[src/logic/cis_pkg.sv]
/*
 * Shared constants and carrier types for the CPU interrupt sequencer.
 * Assumes an 8-bit data path, a 13-bit code address space and a
 * synchronous single-clock system around the block.
 */
package cis_pkg;

   // ---------------------------------------------------------------
   // Register map of the periodic interrupt unit
   // ---------------------------------------------------------------
   localparam logic [7:0] PER_CSR_OFS = 8'h12;
   localparam int PER_FLAG_POS = 6;
   localparam int PER_EN_POS = 4;
   localparam logic PER_FLAG_RST = 1'b0;
   localparam logic PER_EN_RST = 1'b0;
   localparam logic [14:0] PER_LAST = 15'h7fff;
   // Quarter seconds in one full wrap at a step of one
   localparam int PER_FULL_QSEC = 4;

   // ---------------------------------------------------------------
   // Stack and program counter
   // ---------------------------------------------------------------
   localparam logic [5:0] SP_TOP = 6'h3f;
   localparam logic [6:0] STACK_PAGE = 7'h03;
   localparam logic [2:0] LAST_INT = 3'h4;
   localparam logic [2:0] LAST_CALL = 3'h1;
   localparam logic [2:0] FLG_PAD = 3'h7;

   // ---------------------------------------------------------------
   // Vector addresses, high byte first, low byte at the next address
   // ---------------------------------------------------------------
   localparam logic [12:0] VEC_RESET = 13'h1ffe;
   localparam logic [12:0] VEC_SWI = 13'h1ffc;
   localparam logic [12:0] VEC_PIN = 13'h1ffa;
   localparam logic [12:0] VEC_TMR = 13'h1ff8;
   localparam logic [12:0] VEC_PER = 13'h1ff6;
   localparam logic [12:0] VEC_SER = 13'h1ff4;
   localparam logic [12:0] VEC_TW = 13'h1ff2;

   // ---------------------------------------------------------------
   // Types
   // ---------------------------------------------------------------
   typedef enum logic [2:0] {
      ST_RUN, ST_PUSH, ST_PULL, ST_VEC, ST_DRAIN, ST_STOP, ST_WAIT
   } cis_state_e;

   // Pull targets; the first five follow the stacking index
   typedef enum logic [2:0] {
      LD_PCL, LD_PCH, LD_IDX, LD_ACC, LD_FLG, LD_VHI, LD_VLO
   } cis_ld_e;

   typedef struct packed {
      logic h;
      logic i;
      logic n;
      logic z;
      logic c;
   } cis_flags_s;

   typedef struct packed {
      logic [12:0] addr;
      logic [7:0] wdata;
      logic we;
      logic re;
   } cis_bus_s;

   typedef struct packed {
      logic v;
      cis_ld_e tgt;
   } cis_tag_s;

   typedef struct packed {
      logic [7:0] addr;
      logic [7:0] wdata;
      logic wr;
      logic rd;
   } cis_regreq_s;

   typedef struct packed {
      logic timer_overflow_flag;
      logic tofe;
      logic realtime_tick_flag;
      logic rtie;
      logic ser_flag;
      logic ser_en;
      logic tw_flag;
      logic tw_en;
   } cis_src_s;

   typedef struct packed {
      logic fetch;
      logic instr_done;
      logic software_trap_instr;
      logic return_from_service_instr;
      logic call;
      logic ret;
      logic stop;
      logic wait_op;
      logic rsp;
      logic sei;
      logic cli;
      logic acc_we;
      logic [7:0] acc_d;
      logic idx_we;
      logic [7:0] idx_d;
      logic pc_we;
      logic [12:0] pc_d;
      logic pc_inc;
      logic add_op;
      logic h;
      logic nz_we;
      logic n;
      logic z;
      logic c_we;
      logic c;
   } cis_exec_s;

endpackage

[src/logic/cis_top.sv]
/*
 * CPU register file, stacking and interrupt sequencer with the
 * periodic interrupt counter and its control/status register.
 * Assumes the execution unit stalls while o_busy is high, memory
 * returns read data in the cycle after o_bus.re, and all inputs are
 * synchronous to i_mclk.
 */
// What this block does
// - Reset or stack reset loads top; push decrements, pull increments.
// - Stack address is fixed upper pattern plus six pointer bits; wraps.
// - Call uses two stack bytes; interrupt entry uses five.
// - Interrupt push order is low PC then high PC; pull reversed.
// - Eight-bit accumulator and index; five-bit flags H I N Z C.
// - Half carry changes only on add operations and on the flag pull of a return, carry from bit 3.
// - N and Z follow results; carry follows ALU, shifts, bit tests.
// - Program counter is thirteen bits, next fetch address.
// - Interrupt entry stacks context and sets mask; return restores it.
// - Hardware requests wait for the current instruction to complete.
// - Serve only when unmasked and enabled; masked requests stay latched.
// - External pin wins over timer when both pending.
// - Two-byte vectors at their fixed addresses per source.
// - Reset sets mask and loads start address from reset vector.
// - Software trap ignores mask; ordered after requests pending at fetch.
// - Stop turns oscillator off until pin request or reset.
// - Wait halts CPU clocks; exits on reset, pin, timer, periodic, serial or tw request.
// - Pin falling edge latched, synchronised, cleared early in service.
// - Pin trigger is level-and-edge or edge-only, chosen at build.
// - Timer request is either timer flag with its enable.
// - Periodic tick from slow oscillator via 15-bit counter, build period.
// - Periodic flag set on rollover; write zero clears; reset clears.
// - Periodic enable gates the request; reset clears it.
`timescale 1ns/100ps
module cis_top #(
   parameter bit IRQ_LEVEL = 1'b1,
   parameter int PER_QSEC = 1
) (
   // Clock and reset
   input wire logic i_mclk,
   input wire logic i_arst_n,
   // Register port
   input wire cis_pkg::cis_regreq_s i_reg,
   output logic [7:0] o_reg_rdata,
   // Execution unit
   input wire cis_pkg::cis_exec_s i_exec,
   output logic o_busy,
   output logic [7:0] o_acc,
   output logic [7:0] o_idx,
   output cis_pkg::cis_flags_s o_flags,
   output logic [12:0] o_pc,
   output logic [5:0] o_sp,
   // Memory bus
   output cis_pkg::cis_bus_s o_bus,
   input wire logic [7:0] i_mem_rdata,
   // Interrupt sources and power control
   input wire logic i_irq_n,
   input wire logic i_low_freq_osc_input,
   input wire cis_pkg::cis_src_s i_src,
   output logic o_osc_off,
   output logic o_cpu_clk_halt
);

   // ---------------------------------------------------------------
   // Declarations
   // ---------------------------------------------------------------
   localparam logic [14:0] PER_STEP =
      15'(cis_pkg::PER_FULL_QSEC / PER_QSEC);

   cis_pkg::cis_state_e state_reg, state_next;
   logic [2:0] cnt_reg, cnt_next;
   logic [2:0] last_reg, last_next;
   logic [12:0] vec_reg, vec_next;
   logic int_reg, int_next;
   logic swi_pend_reg, swi_pend_next;
   logic fetch_pend_reg, fetch_pend_next;
   cis_pkg::cis_bus_s bus_next;
   cis_pkg::cis_tag_s tag1_reg, tag2_reg, tag_next;
   logic [5:0] sp_reg, sp_next;
   logic [12:0] pc_reg, pc_next;
   logic [7:0] acc_reg, acc_next, idx_reg, idx_next, vhi_reg, vhi_next;
   cis_pkg::cis_flags_s flags_reg, flags_next;
   logic set_mask;
   logic take_pin;
   logic irq_s1_reg, irq_s2_reg, irq_s3_reg, pin_latch_reg, pin_latch_next;
   logic lf_d_reg;
   logic [14:0] per_cnt_reg, per_cnt_next;
   logic per_flag_reg, per_flag_next, per_en_reg, per_en_next;
   logic [7:0] rdata_next;
   logic busy_next, osc_off_next, halt_next;

   // Stack address from the fixed page and the pointer
   function automatic logic [12:0] stack_addr(input logic [5:0] sp);
      stack_addr = {cis_pkg::STACK_PAGE, sp};
   endfunction

   // Highest priority enabled source, pin first
   function automatic logic [12:0] pick_vec(input logic [4:0] req);
      if (req[0]) begin
         pick_vec = cis_pkg::VEC_PIN;
      end else if (req[1]) begin
         pick_vec = cis_pkg::VEC_TMR;
      end else if (req[2]) begin
         pick_vec = cis_pkg::VEC_PER;
      end else if (req[3]) begin
         pick_vec = cis_pkg::VEC_SER;
      end else begin
         pick_vec = cis_pkg::VEC_TW;
      end
   endfunction

   // ---------------------------------------------------------------
   // Request decoding
   // ---------------------------------------------------------------
   // Pin edge detect reads only the synchronised stages
   wire pin_fall = irq_s3_reg & ~irq_s2_reg;
   wire pin_req = pin_latch_reg | (IRQ_LEVEL & ~irq_s2_reg);
   wire tmr_req = (i_src.timer_overflow_flag & i_src.tofe)
      | (i_src.realtime_tick_flag & i_src.rtie);
   wire per_req = per_flag_reg & per_en_reg;
   wire ser_req = i_src.ser_flag & i_src.ser_en;
   wire tw_req = i_src.tw_flag & i_src.tw_en;
   wire [4:0] hw_raw = {tw_req, ser_req, per_req, tmr_req, pin_req};
   wire hw_go = (|hw_raw) & ~flags_reg.i;
   wire [12:0] hw_vec = pick_vec(hw_raw);
   wire hw_is_pin = pin_req;
   wire wait_wake = pin_req | tmr_req | per_req | ser_req | tw_req;
   // Software trap yields only to requests already pending at its fetch
   wire swi_first = i_exec.software_trap_instr & ~fetch_pend_reg;

   // Register port decode
   wire csr_hit = (i_reg.addr == cis_pkg::PER_CSR_OFS);
   wire csr_wr = i_reg.wr & csr_hit;
   wire flag_clr = csr_wr & ~i_reg.wdata[cis_pkg::PER_FLAG_POS];

   // Periodic counter runs on slow oscillator rising edges
   wire lf_rise = i_low_freq_osc_input & ~lf_d_reg;
   wire per_run = lf_rise & (state_reg != cis_pkg::ST_STOP);
   wire [15:0] per_sum = {1'b0, per_cnt_reg} + {1'b0, PER_STEP};
   wire per_roll = per_run & per_sum[15];

   // Stacked byte for the current push index
   wire [7:0] flg_byte = {cis_pkg::FLG_PAD, flags_reg};
   wire [7:0] push_byte = (cnt_reg == 3'h0) ? pc_reg[7:0] :
      (cnt_reg == 3'h1) ? {3'h0, pc_reg[12:8]} :
      (cnt_reg == 3'h2) ? idx_reg :
      (cnt_reg == 3'h3) ? acc_reg : flg_byte;
   wire [5:0] sp_dec = 6'(sp_reg - 6'h01);
   wire [5:0] sp_inc = 6'(sp_reg + 6'h01);

   // ---------------------------------------------------------------
   // Sequencer
   // ---------------------------------------------------------------
   // Instruction boundary decisions and stack/vector walks
   always_comb begin
      state_next = state_reg;
      cnt_next = cnt_reg;
      last_next = last_reg;
      vec_next = vec_reg;
      int_next = int_reg;
      swi_pend_next = swi_pend_reg;
      bus_next = '0;
      tag_next = '0;
      sp_next = sp_reg;
      set_mask = 1'b0;
      take_pin = 1'b0;
      case (state_reg)
         cis_pkg::ST_RUN: begin
            if (i_exec.instr_done) begin
               if (i_exec.rsp) begin
                  sp_next = cis_pkg::SP_TOP;
               end
               if (i_exec.software_trap_instr && (swi_first || flags_reg.i)) begin
                  state_next = cis_pkg::ST_PUSH;
                  cnt_next = 3'h0;
                  last_next = cis_pkg::LAST_INT;
                  int_next = 1'b1;
                  vec_next = cis_pkg::VEC_SWI;
               end else if (hw_go) begin
                  state_next = cis_pkg::ST_PUSH;
                  cnt_next = 3'h0;
                  last_next = cis_pkg::LAST_INT;
                  int_next = 1'b1;
                  vec_next = hw_vec;
                  take_pin = hw_is_pin;
                  swi_pend_next = i_exec.software_trap_instr;
               end else if (i_exec.return_from_service_instr) begin
                  state_next = cis_pkg::ST_PULL;
                  cnt_next = cis_pkg::LAST_INT;
               end else if (i_exec.call) begin
                  state_next = cis_pkg::ST_PUSH;
                  cnt_next = 3'h0;
                  last_next = cis_pkg::LAST_CALL;
                  int_next = 1'b0;
               end else if (i_exec.ret) begin
                  state_next = cis_pkg::ST_PULL;
                  cnt_next = cis_pkg::LAST_CALL;
               end else if (i_exec.stop) begin
                  state_next = cis_pkg::ST_STOP;
               end else if (i_exec.wait_op) begin
                  state_next = cis_pkg::ST_WAIT;
               end
            end
         end
         cis_pkg::ST_PUSH: begin
            bus_next.addr = stack_addr(sp_reg);
            bus_next.wdata = push_byte;
            bus_next.we = 1'b1;
            sp_next = sp_dec;
            if (cnt_reg == last_reg) begin
               cnt_next = 3'h0;
               if (int_reg) begin
                  set_mask = 1'b1;
                  state_next = cis_pkg::ST_VEC;
               end else begin
                  state_next = cis_pkg::ST_RUN;
               end
            end else begin
               cnt_next = 3'(cnt_reg + 3'h1);
            end
         end
         cis_pkg::ST_PULL: begin
            // Pointer moves up before the read, reverse of the push
            bus_next.addr = stack_addr(sp_inc);
            bus_next.re = 1'b1;
            tag_next = '{v: 1'b1, tgt: cis_pkg::cis_ld_e'(cnt_reg)};
            sp_next = sp_inc;
            if (cnt_reg == 3'h0) begin
               state_next = cis_pkg::ST_DRAIN;
            end else begin
               cnt_next = 3'(cnt_reg - 3'h1);
            end
         end
         cis_pkg::ST_VEC: begin
            bus_next.addr = 13'(vec_reg + {10'h0, cnt_reg});
            bus_next.re = 1'b1;
            tag_next.v = 1'b1;
            tag_next.tgt = (cnt_reg == 3'h0) ? cis_pkg::LD_VHI :
               cis_pkg::LD_VLO;
            if (cnt_reg == 3'h0) begin
               cnt_next = 3'h1;
            end else begin
               state_next = cis_pkg::ST_DRAIN;
            end
         end
         cis_pkg::ST_DRAIN: begin
            // Deferred software trap enters once the vector landed
            if (!tag1_reg.v && !tag2_reg.v) begin
               if (swi_pend_reg) begin
                  swi_pend_next = 1'b0;
                  state_next = cis_pkg::ST_PUSH;
                  cnt_next = 3'h0;
                  last_next = cis_pkg::LAST_INT;
                  int_next = 1'b1;
                  vec_next = cis_pkg::VEC_SWI;
               end else begin
                  state_next = cis_pkg::ST_RUN;
               end
            end
         end
         cis_pkg::ST_STOP: begin
            if (pin_req) begin
               state_next = cis_pkg::ST_RUN;
               if (hw_go) begin
                  state_next = cis_pkg::ST_PUSH;
                  cnt_next = 3'h0;
                  last_next = cis_pkg::LAST_INT;
                  int_next = 1'b1;
                  vec_next = cis_pkg::VEC_PIN;
                  take_pin = 1'b1;
               end
            end
         end
         cis_pkg::ST_WAIT: begin
            // No dedicated wake vectors: the normal ones are used
            if (wait_wake) begin
               state_next = cis_pkg::ST_RUN;
               if (hw_go) begin
                  state_next = cis_pkg::ST_PUSH;
                  cnt_next = 3'h0;
                  last_next = cis_pkg::LAST_INT;
                  int_next = 1'b1;
                  vec_next = hw_vec;
                  take_pin = hw_is_pin;
               end
            end
         end
         default: begin
            state_next = cis_pkg::ST_RUN;
         end
      endcase
   end

   // ---------------------------------------------------------------
   // Datapath registers
   // ---------------------------------------------------------------
   // Pull data lands two cycles after the read was issued
   always_comb begin
      pc_next = pc_reg;
      acc_next = acc_reg;
      idx_next = idx_reg;
      vhi_next = vhi_reg;
      flags_next = flags_reg;
      if (state_reg == cis_pkg::ST_RUN) begin
         if (i_exec.acc_we) begin
            acc_next = i_exec.acc_d;
         end
         if (i_exec.idx_we) begin
            idx_next = i_exec.idx_d;
         end
         if (i_exec.pc_we) begin
            pc_next = i_exec.pc_d;
         end else if (i_exec.pc_inc) begin
            pc_next = 13'(pc_reg + 13'h0001);
         end
         if (i_exec.add_op) begin
            flags_next.h = i_exec.h;
         end
         if (i_exec.nz_we) begin
            flags_next.n = i_exec.n;
            flags_next.z = i_exec.z;
         end
         if (i_exec.c_we) begin
            flags_next.c = i_exec.c;
         end
         if (i_exec.sei) begin
            flags_next.i = 1'b1;
         end else if (i_exec.cli) begin
            flags_next.i = 1'b0;
         end
      end
      if (tag2_reg.v) begin
         case (tag2_reg.tgt)
            cis_pkg::LD_PCL: pc_next[7:0] = i_mem_rdata;
            cis_pkg::LD_PCH: pc_next[12:8] = i_mem_rdata[4:0];
            cis_pkg::LD_IDX: idx_next = i_mem_rdata;
            cis_pkg::LD_ACC: acc_next = i_mem_rdata;
            cis_pkg::LD_FLG: flags_next = i_mem_rdata[4:0];
            cis_pkg::LD_VHI: vhi_next = i_mem_rdata;
            default: pc_next = {vhi_reg[4:0], i_mem_rdata};
         endcase
      end
      if (set_mask) begin
         flags_next.i = 1'b1;
      end
   end

   // ---------------------------------------------------------------
   // Sources and periodic register
   // ---------------------------------------------------------------
   // Rollover and edge win over a clear in the same cycle
   assign pin_latch_next = pin_fall | (pin_latch_reg & ~take_pin);
   assign per_cnt_next = per_run ? per_sum[14:0] : per_cnt_reg;
   assign per_flag_next = per_roll | (per_flag_reg & ~flag_clr);
   assign per_en_next = csr_wr ? i_reg.wdata[cis_pkg::PER_EN_POS] :
      per_en_reg;
   assign fetch_pend_next = i_exec.fetch ? hw_go : fetch_pend_reg;

   // Read data stand for one cycle only, unmapped reads give zero
   always_comb begin
      rdata_next = 8'h00;
      if (i_reg.rd && csr_hit) begin
         rdata_next[cis_pkg::PER_FLAG_POS] = per_flag_reg;
         rdata_next[cis_pkg::PER_EN_POS] = per_en_reg;
      end
   end

   assign busy_next = (state_next != cis_pkg::ST_RUN);
   assign osc_off_next = (state_next == cis_pkg::ST_STOP);
   assign halt_next = (state_next == cis_pkg::ST_WAIT)
      | (state_next == cis_pkg::ST_STOP);

   // ---------------------------------------------------------------
   // Flip-flops
   // ---------------------------------------------------------------
   // Reset walks straight into the reset vector fetch with mask set
   always_ff @(posedge i_mclk or negedge i_arst_n) begin
      if (!i_arst_n) begin
         state_reg <= cis_pkg::ST_VEC;
         cnt_reg <= 3'h0;
         last_reg <= 3'h0;
         vec_reg <= cis_pkg::VEC_RESET;
         int_reg <= 1'b0;
         swi_pend_reg <= 1'b0;
         fetch_pend_reg <= 1'b0;
         tag1_reg <= '0;
         tag2_reg <= '0;
         sp_reg <= cis_pkg::SP_TOP;
         o_bus <= '0;
      end else begin
         state_reg <= state_next;
         cnt_reg <= cnt_next;
         last_reg <= last_next;
         vec_reg <= vec_next;
         int_reg <= int_next;
         swi_pend_reg <= swi_pend_next;
         fetch_pend_reg <= fetch_pend_next;
         tag1_reg <= tag_next;
         tag2_reg <= tag1_reg;
         sp_reg <= sp_next;
         o_bus <= bus_next;
      end
   end

   // Programming model
   always_ff @(posedge i_mclk or negedge i_arst_n) begin
      if (!i_arst_n) begin
         pc_reg <= 13'h0000;
         acc_reg <= 8'h00;
         idx_reg <= 8'h00;
         vhi_reg <= 8'h00;
         flags_reg <= 5'h08;
      end else begin
         pc_reg <= pc_next;
         acc_reg <= acc_next;
         idx_reg <= idx_next;
         vhi_reg <= vhi_next;
         flags_reg <= flags_next;
      end
   end

   // Pin synchroniser, periodic unit and outputs
   always_ff @(posedge i_mclk or negedge i_arst_n) begin
      if (!i_arst_n) begin
         irq_s1_reg <= 1'b1;
         irq_s2_reg <= 1'b1;
         irq_s3_reg <= 1'b1;
         pin_latch_reg <= 1'b0;
         lf_d_reg <= 1'b0;
         per_cnt_reg <= 15'h0000;
         per_flag_reg <= cis_pkg::PER_FLAG_RST;
         per_en_reg <= cis_pkg::PER_EN_RST;
         o_reg_rdata <= 8'h00;
         o_busy <= 1'b1;
         o_osc_off <= 1'b0;
         o_cpu_clk_halt <= 1'b0;
      end else begin
         irq_s1_reg <= i_irq_n;
         irq_s2_reg <= irq_s1_reg;
         irq_s3_reg <= irq_s2_reg;
         pin_latch_reg <= pin_latch_next;
         lf_d_reg <= i_low_freq_osc_input;
         per_cnt_reg <= per_cnt_next;
         per_flag_reg <= per_flag_next;
         per_en_reg <= per_en_next;
         o_reg_rdata <= rdata_next;
         o_busy <= busy_next;
         o_osc_off <= osc_off_next;
         o_cpu_clk_halt <= halt_next;
      end
   end

   assign o_acc = acc_reg;
   assign o_idx = idx_reg;
   assign o_flags = flags_reg;
   assign o_pc = pc_reg;
   assign o_sp = sp_reg;

endmodule

[config.mk]
export PLATFORM = sky130hd
export DESIGN_NAME = cis_top
export DESIGN_NICKNAME = d
export VERILOG_FILES = /design/src/logic/cis_pkg.sv /design/src/logic/cis_top.sv
export SDC_FILE = /design/constraint.sdc
export NUM_CORES = 1
export LEC_CHECK = 0
export BUFFER_PORTS_ARGS = -buffer_cell sky130_fd_sc_hd__buf_2
export CAP_MARGIN = 5
export CORE_ASPECT_RATIO = 1.1
export CORE_MARGIN = 10
export CORE_UTILIZATION = 35
export CTS_BUF_LIST = sky130_fd_sc_hd__clkbuf_4 sky130_fd_sc_hd__clkbuf_8
export CTS_CLUSTER_SIZE = 28
export DETAILED_ROUTE_END_ITERATION = 12
export SETUP_SLACK_MARGIN = 0.2
export SLEW_MARGIN = 20
export SYNTH_ARGS = -nofsm -noshare
export SYNTH_HDL_FRONTEND = slang
export SYNTH_SLANG_ARGS = --single-unit
[constraint.sdc]
create_clock -name i_mclk -period 2.15 [get_ports i_mclk]
set_input_delay 0.43 -clock i_mclk [delete_from_list [all_inputs] [get_ports i_mclk]]
set_output_delay 0.43 -clock i_mclk [all_outputs]
set_load 0.02 [all_outputs]
==> results of run 1 <==
stage by stage:
| step | power, mW | hold slack [ns] | worst slack (ns) | instance area [µm²] | cells |
|---|---|---|---|---|---|
| 2_1_floorplan | 7.80 | 0.134 | 0.215 | 6770 | 739 |
| 3_3_place_gp | 10.2 | 0.335 | 0.108 | 8100 | 1151 |
| 3_5_place_dp | 10.3 | 0.339 | 0.0831 | 8100 | 1151 |
| 4_1_cts | 12.6 | 0.0321 | 0.181 | 8610 | 1189 |
| 5_1_grt | 14.0 | 0.0450 | 0.0716 | 8920 | 1204 |
| 6_report | 13.1 | 0.0575 | 0.137 | 8920 | 1204 |
power breakdown:
| group | switching [mW] | total, mW | leakage, nW | internal (mW) |
|---|---|---|---|---|
| clock network | 1.02 | 2.18 | 0.202 | 1.16 |
| logic | 3.95 | 6.86 | 2.41 | 2.90 |
| registers | 0.811 | 4.04 | 1.50 | 3.23 |
cell usage after synthesis (5+ instances only):
library cell   n
dfrtp_1       99
nor2_1        82
nand2_1       70
a21oi_1       61
o21ai_0       56
dfstp_2       25
inv_1         25
mux2i_1       23
clkbuf_1      22
nand3_1       19
nor3_1        18
xnor2_1       17
a211oi_1      15
xor2_1        14
ha_1          13
a22oi_1        9
mux2_2         9
or2_2          9
buf_4          8
nor2b_1        8
a21o_1         7
a22o_1         7
a31oi_1        7
and3_1         7
buf_2          7
nand4_1        7
nand3b_1       6
and4_1         5
o31ai_1        5
layout make-up:
cell class	count	area [µm²]	area share (%)
Inverter	27	103	1.15
Sequential cell	124	3140	35.2
Clock inverter	14	171	1.92
Multi-Input combinational cell	546	3540	39.7
Timing Repair Buffer	228	1420	15.9
Clock buffer	18	241	2.71
Tap cell	247	309	3.46
timing repair:
item                                   in CTS  in global routing
pin swaps                                   4                 22
endpoints found under the hold margin      16                  0
hold buffers                                1                  0
buffers inserted                            5                 14
setup endpoints to repair                  39                 55
resized for setup                          15                 44
gates cloned                                0                  1
cell usage in the layout, fill, tap and decap left out, types with 17 or more instances in the layout:
cell type	synthesis	routed
o21ai_0	56	52
xnor2_1	17	17
mux2i_1	23	23
dfrtp_1	99	96
dfstp_2	25	25
nor3_1	18	18
buf_2	7	149
nand2_1	70	69
buf_4	8	69
nor2_1	82	77
nand3_1	19	17
clkbuf_8	0	17
inv_1	25	23
a21oi_1	61	58
per-layer routing:
layer | part of all wire, % | routed length [µm]
met1 | 44 | 9610
met2 | 48 | 10600
met3 | 6.3 | 1380
met4 | 2.0 | 438
met5 | 0 | 0
path summary, 6_finish.rpt:
| path | end | start | slack, ns |
|---|---|---|---|
| min in group asynchronous | o_flags[0]$_DFF_PN0_ | i_arst_n | 0.38 |
| min | irq_s1_reg$_DFF_PN1_ | i_irq_n | 0.06 |
| max | vec_reg[3]$_DFFE_PN1P_ | state_reg[1]$_DFF_PN1_ | 0.14 |
| min reg2reg | tag2_reg[2]$_DFF_PN0_ | tag1_reg[2]$_DFF_PN0_ | 0.36 |
| max reg2reg | vec_reg[3]$_DFFE_PN1P_ | state_reg[1]$_DFF_PN1_ | 0.14 |
| max in group asynchronous | o_busy$_DFF_PN1_ | i_arst_n | 1.08 |
logic make-up after synthesis:
kind of cell               after synthesis  synth area share, %
other                                    1               0.0555
buffers and inverters                   69                 4.54
DFF                                    124                 46.4
and+or+nand+nor                        260                 18.7
AOI/OAI and AO/OA                      203                 18.7
xor gates and xnor gates                31                 4.02
muxes                                   32                 4.91
adders and majority gates               14                 2.71
==> summary.txt, run 1 <==
CP required - 2.55 ns
largest net degree at the start of global routing - 60
max-cap viol count - 0
Slew Viols, Final - 0
Wirelength per Cell - 18.3 µm
Fmax - 497 MHz
Residual DRC - 0
Peak VDD IR - 0.000610 V
Hold Vio Cnt, Final - 0
DRT Pass-1 Iters - 5
slew margin rel. - 63.4%
setup TNS - 0 ns
CORE AREA - 19000 µm²
CTS sink cnt - 124
insertion delay to the later sink of the worst-skew pair - 0.47 ns
yosys warns - 0
critical path capture point type - flip-flop
final setup fails - 0
Slowest Stage Delay on Critical Path - 0.60 ns
DRT antenna net count - 0
Distinct cells, synth - 71
worst path cell trace - nand3b_1 -> o22ai_2 -> or3_4 -> or2_4 -> o32a_1
htree depth - 4
crit-path leading delay family - simple AND/OR/NAND/NOR gates
via count - 6309
initial drt markers - 449
EDFF count, synth - 0
Fill cells - 1833
largest area contributor in the netlist - dfrtp_1
Port Buffers - 150
critical path depth - 5
outcome - finished, final reports clean
vias in the first global route - 6315
P_leak - 4.12 nW
first-pass GRT wire length - 34.2 mm
number of flip-flops under the largest register name - 23
met2 GRT Util - 27.5%
Die ar. - 25300 µm²
ys flop type - dfrtp_1
Synth area leaders - dfrtp_1 37%, dfstp_2 9.7%, nor2_1 4.6%, a21oi_1 4.5%, o21ai_0 4.2%
vias per cell - 5.24
initial core utilization - 35.5%
Yosys reg bits - 124
Die Ht - 166 µm
grt total ovfl - 0
dpl hpwl - 16.2 mm
busiest layer in global routing - met2
Cells after Synth - 734
final core occ - 46.9%
Top reg by flops - o_bus
CTS tree - done
area delta synth->final - 32.1%
GRT met1 Usage - 20.4%
initial antenna violation count - 0
syn_area_per_cell - 9.20 µm²
io pins - 163
crit path buf inv count - 0
Worst R2R Path Depth - 5
gr usage total - 16.6%
period utilization - 93.6%
Die W - 152 µm
met3 Usage GRT - 3.89%
Worst Hold Class - in2reg
final clock skew - 0.0103 ns
pwr dens - 1470 nW/µm²
Max Buffers Root-to-Sink - 2
critical path type - reg2reg
Clock transition at path regs - 0.08 ns
CTS root buf - clkbuf_8
share of the synthesized area in the top cell type - 36.7%
Placer Congestion - 0.934
register area share after synthesis - 46.4%
async set or reset register ratio after synthesis - 100%
Synth Cell Area - 6750 µm²
Ant. Diodes - 0
# rows - 53
share of cells above drive strength 1 - 37.0%
routed wire length - 22.0 mm
worst slew pin tran - 0.549 ns
CP max FO - 6
# nets final - 1047
CP Data Arrival Time - 2.42 ns
Hold Crit Depth - 1
Worst setup SP type - flip-flop
RSZ-0062 raised after global routing - true
Critical-path top delay cell - dfstp_2
Min Clock Period, post-route - 2.01 ns
Inserted Clock Buffers - 17
Power figures use the tool's default switching activity.
==> run 2, diff against run 1 <==
--- a/config.mk
+++ b/config.mk
@@ -13,6 +13,8 @@
 export CTS_BUF_LIST = sky130_fd_sc_hd__clkbuf_4 sky130_fd_sc_hd__clkbuf_8
 export CTS_CLUSTER_SIZE = 28
 export DETAILED_ROUTE_END_ITERATION = 12
+export PLACE_DENSITY = 0.67
+export REMOVE_ABC_BUFFERS = 1
 export SETUP_SLACK_MARGIN = 0.2
 export SLEW_MARGIN = 20
 export SYNTH_ARGS = -nofsm -noshare
==> run 2 against run 1 <==
Against the previous run: combinational power is 1% lower; highest routed layer unchanged; worst hold slack better by 0.017 ns; via count is 1.6% lower; worst setup slack better by 0.018 ns; total power is 0.22% higher; utilization hardly changed; clock-buffer cell count is 4 higher.
==> summary.txt, run 2 (synthesized netlist as in run 1, its figures left out) <==
CTS root buf - clkbuf_8 (unchanged)
Setup WS post-layout - 0.156 ns (was 0.137 ns)
Worst setup SP type - flip-flop (unchanged)
Residual DRC - 0 (unchanged)
io pins - 163 (unchanged)
Min Clock Period, post-route - 1.99 ns (was 2.01 ns)
max-cap viol count - 0 (unchanged)
crit-path leading delay family - compound AO/OA/AOI/OAI gates (was simple AND/OR/NAND/NOR gates)
Die W - 152 µm (unchanged)
share of cells above drive strength 1 - 36.2% (was 37.0%)
P_leak - 4.10 nW (was 4.12 nW)
period utilization - 92.8% (was 93.6%)
clock share of power - 17.9% (was 16.7%)
Worst R2R Path Depth - 7 (was 5)
Fmax - 501 MHz (was 497 MHz)
dpl hpwl - 16.1 mm (was 16.2 mm)
RSZ-0062 raised after global routing - true (unchanged)
cell mode on critical path - o21ai_0
combinational share of power - 51.6% (was 52.4%)
Hold Vio Cnt, Final - 0 (unchanged)
P_sw - 5.66 mW (was 5.78 mW)
CTS sink cnt - 124 (unchanged)
most frequent cells in the layout - 150 x buf_2, 99 x dfrtp_1, 75 x nor2_1, 69 x nand2_1, 60 x buf_4 (was 149 x buf_2, 96 x dfrtp_1, 77 x nor2_1, 69 x nand2_1, 69 x buf_4)
Peak VDD IR - 0.000693 V (was 0.000610 V)
initial antenna violation count - 1 (was 0)
pwr dens - 1470 nW/µm² (about the same)
Sw Share - 43.2% (was 44.2%)
grt total ovfl - 0 (unchanged)
Inserted Clock Buffers - 17 (unchanged)
final core occ - 46.8% (was 46.9%)
critical path depth - 7 (was 5)
outcome - finished, final reports clean (unchanged)
vias in the first global route - 6187 (was 6315)
via count - 6209 (was 6309)
CP required - 2.54 ns (was 2.55 ns)
Slew Viols, Final - 0 (unchanged)
Hold Crit Depth - 1 (unchanged)
CORE AREA - 19000 µm² (unchanged)
CTS tree - done (unchanged)
pre-CTS WS - 0.0486 ns (was 0.0831 ns)
initial core utilization - 35.5% (unchanged)
# nets final - 1040 (was 1047)
worst path cell trace - nor2b_2 -> buf_4 -> nand2_1 -> o32ai_1 -> o21ai_0 -> o21ai_0 -> a21o_1 (was nand3b_1 -> o22ai_2 -> or3_4 -> or2_4 -> o32a_1)
Worst Hold Class - in2reg (unchanged)
largest net degree at the start of global routing - 47 (was 60)
DRT antenna net count - 0 (unchanged)
crit path buf inv count - 1 (was 0)
# rows - 53 (unchanged)
CP Data Arrival Time - 2.38 ns (was 2.42 ns)
initial drt markers - 357 (was 449)
routed wire length - 21.2 mm (was 22.0 mm)
Top reg by flops - o_bus (unchanged)
critical path capture point type - flip-flop (unchanged)
Die ar. - 25300 µm² (unchanged)
Wirelength per Cell - 17.7 µm (was 18.3 µm)
Critical-path top delay cell - dfstp_2 (unchanged)
vias per cell - 5.19 (was 5.24)
slew margin rel. - 62.5% (was 63.4%)
Fill cells - 1842 (was 1833)
Port Buffers - 150 (unchanged)
leading cell type in the layout, fill and taps excluded - buf_2 (unchanged)
Clock transition at path regs - 0.07 ns (was 0.08 ns)
final clock skew - 0.0122 ns (was 0.0103 ns)
cell internal pwr - 7.43 mW (was 7.29 mW)
critical path type - reg2reg (unchanged)
Ant. Diodes - 0 (unchanged)
number of flip-flops under the largest register name - 23 (unchanged)
gr usage total - 16.4% (was 16.6%)
first-pass GRT wire length - 33.8 mm (was 34.2 mm)
htree depth - 4 (unchanged)
insertion delay to the later sink of the worst-skew pair - 0.45 ns (was 0.47 ns)
DRT Pass-1 Iters - 5 (unchanged)
sequential power share - 30.5% (was 30.9%)
Slowest Stage Delay on Critical Path - 0.55 ns (was 0.60 ns)
worst slew pin tran - 0.563 ns (was 0.549 ns)
Placer Congestion - 0.932 (was 0.934)
CP max FO - 5 (was 6)
area delta synth->final - 32.0% (was 32.1%)
Max Buffers Root-to-Sink - 2 (unchanged)
final setup fails - 0 (unchanged)
Die Ht - 166 µm (unchanged)
[run 2: timing repair]
| action | CTS | global route |
|---|---|---|
| endpoints found under the hold margin | 11 | 0 |
| gates resized for setup | 18 | 43 |
| buffers inserted | 7 | 7 |
| pin swaps | 5 | 21 |
| endpoints found under the setup margin | 40 | 57 |
| hold buffers | 1 | 0 |
[run 2: final timing paths]
| path | start | endpoint | slack, ns |
|---|---|---|---|
| hold / removal | i_irq_n | irq_s1_reg$_DFF_PN1_ | 0.07 |
| setup / recovery | irq_s2_reg$_DFF_PN1_ | vec_reg[2]$_DFFE_PN1P_ | 0.16 |
| max in group asynchronous | i_arst_n | o_idx[4]$_DFF_PN0_ | 1.07 |
| hold reg to reg | tag1_reg[2]$_DFF_PN0_ | tag2_reg[2]$_DFF_PN0_ | 0.35 |
| setup reg to reg | irq_s2_reg$_DFF_PN1_ | vec_reg[2]$_DFFE_PN1P_ | 0.16 |
| min in group asynchronous | i_arst_n | o_bus[22]$_DFF_PN0_ | 0.44 |
[run 2: power groups by stage]
stage / sequential (mW) / combinational (mW) / clock [mW]
2_1_floorplan: 4.65 / 2.98 / 0
3_3_place_gp: 3.99 / 6.10 / 0
3_5_place_dp: 4.01 / 6.15 / 0
4_1_cts: 3.97 / 6.39 / 2.40
5_1_grt: 4.12 / 7.41 / 2.50
6_report: 4.00 / 6.76 / 2.34
[run 2: through the flow]
step	hold WS [ns]	instances	TNS [ns]	instance area, µm²	power [mW]
global placement	0.335	1150	0	8110	10.1
finish	0.0745	1197	0	8910	13.1
floorplan	0.134	697	-5.07	6570	7.63
global route	0.0420	1197	0	8910	14.0
detailed placement	0.336	1150	0	8110	10.2
CTS	0.0389	1190	0	8680	12.8
[run 2: cell type report]
class | instances | area [µm²] | area share [%]
clock buffer | 22 | 290 | 3.26
inverter | 27 | 101 | 1.14
tap | 247 | 309 | 3.47
timing repair buffer | 221 | 1360 | 15.3
sequential | 124 | 3130 | 35.2
multi-input combinational | 546 | 3550 | 39.9
clock inverter | 10 | 163 | 1.83
[run 2: routing by layer]
| metal | up-vias | track usage [%] | wire (µm) |
|---|---|---|---|
| met4 | 0 | 4.81 | 451 |
| met5 | - | 0 | 0 |
| li1 | 2997 | - | - |
| met2 | 248 | 26.0 | 10100 |
| met3 | 30 | 5.34 | 1530 |
| met1 | 2934 | 20.8 | 9170 |
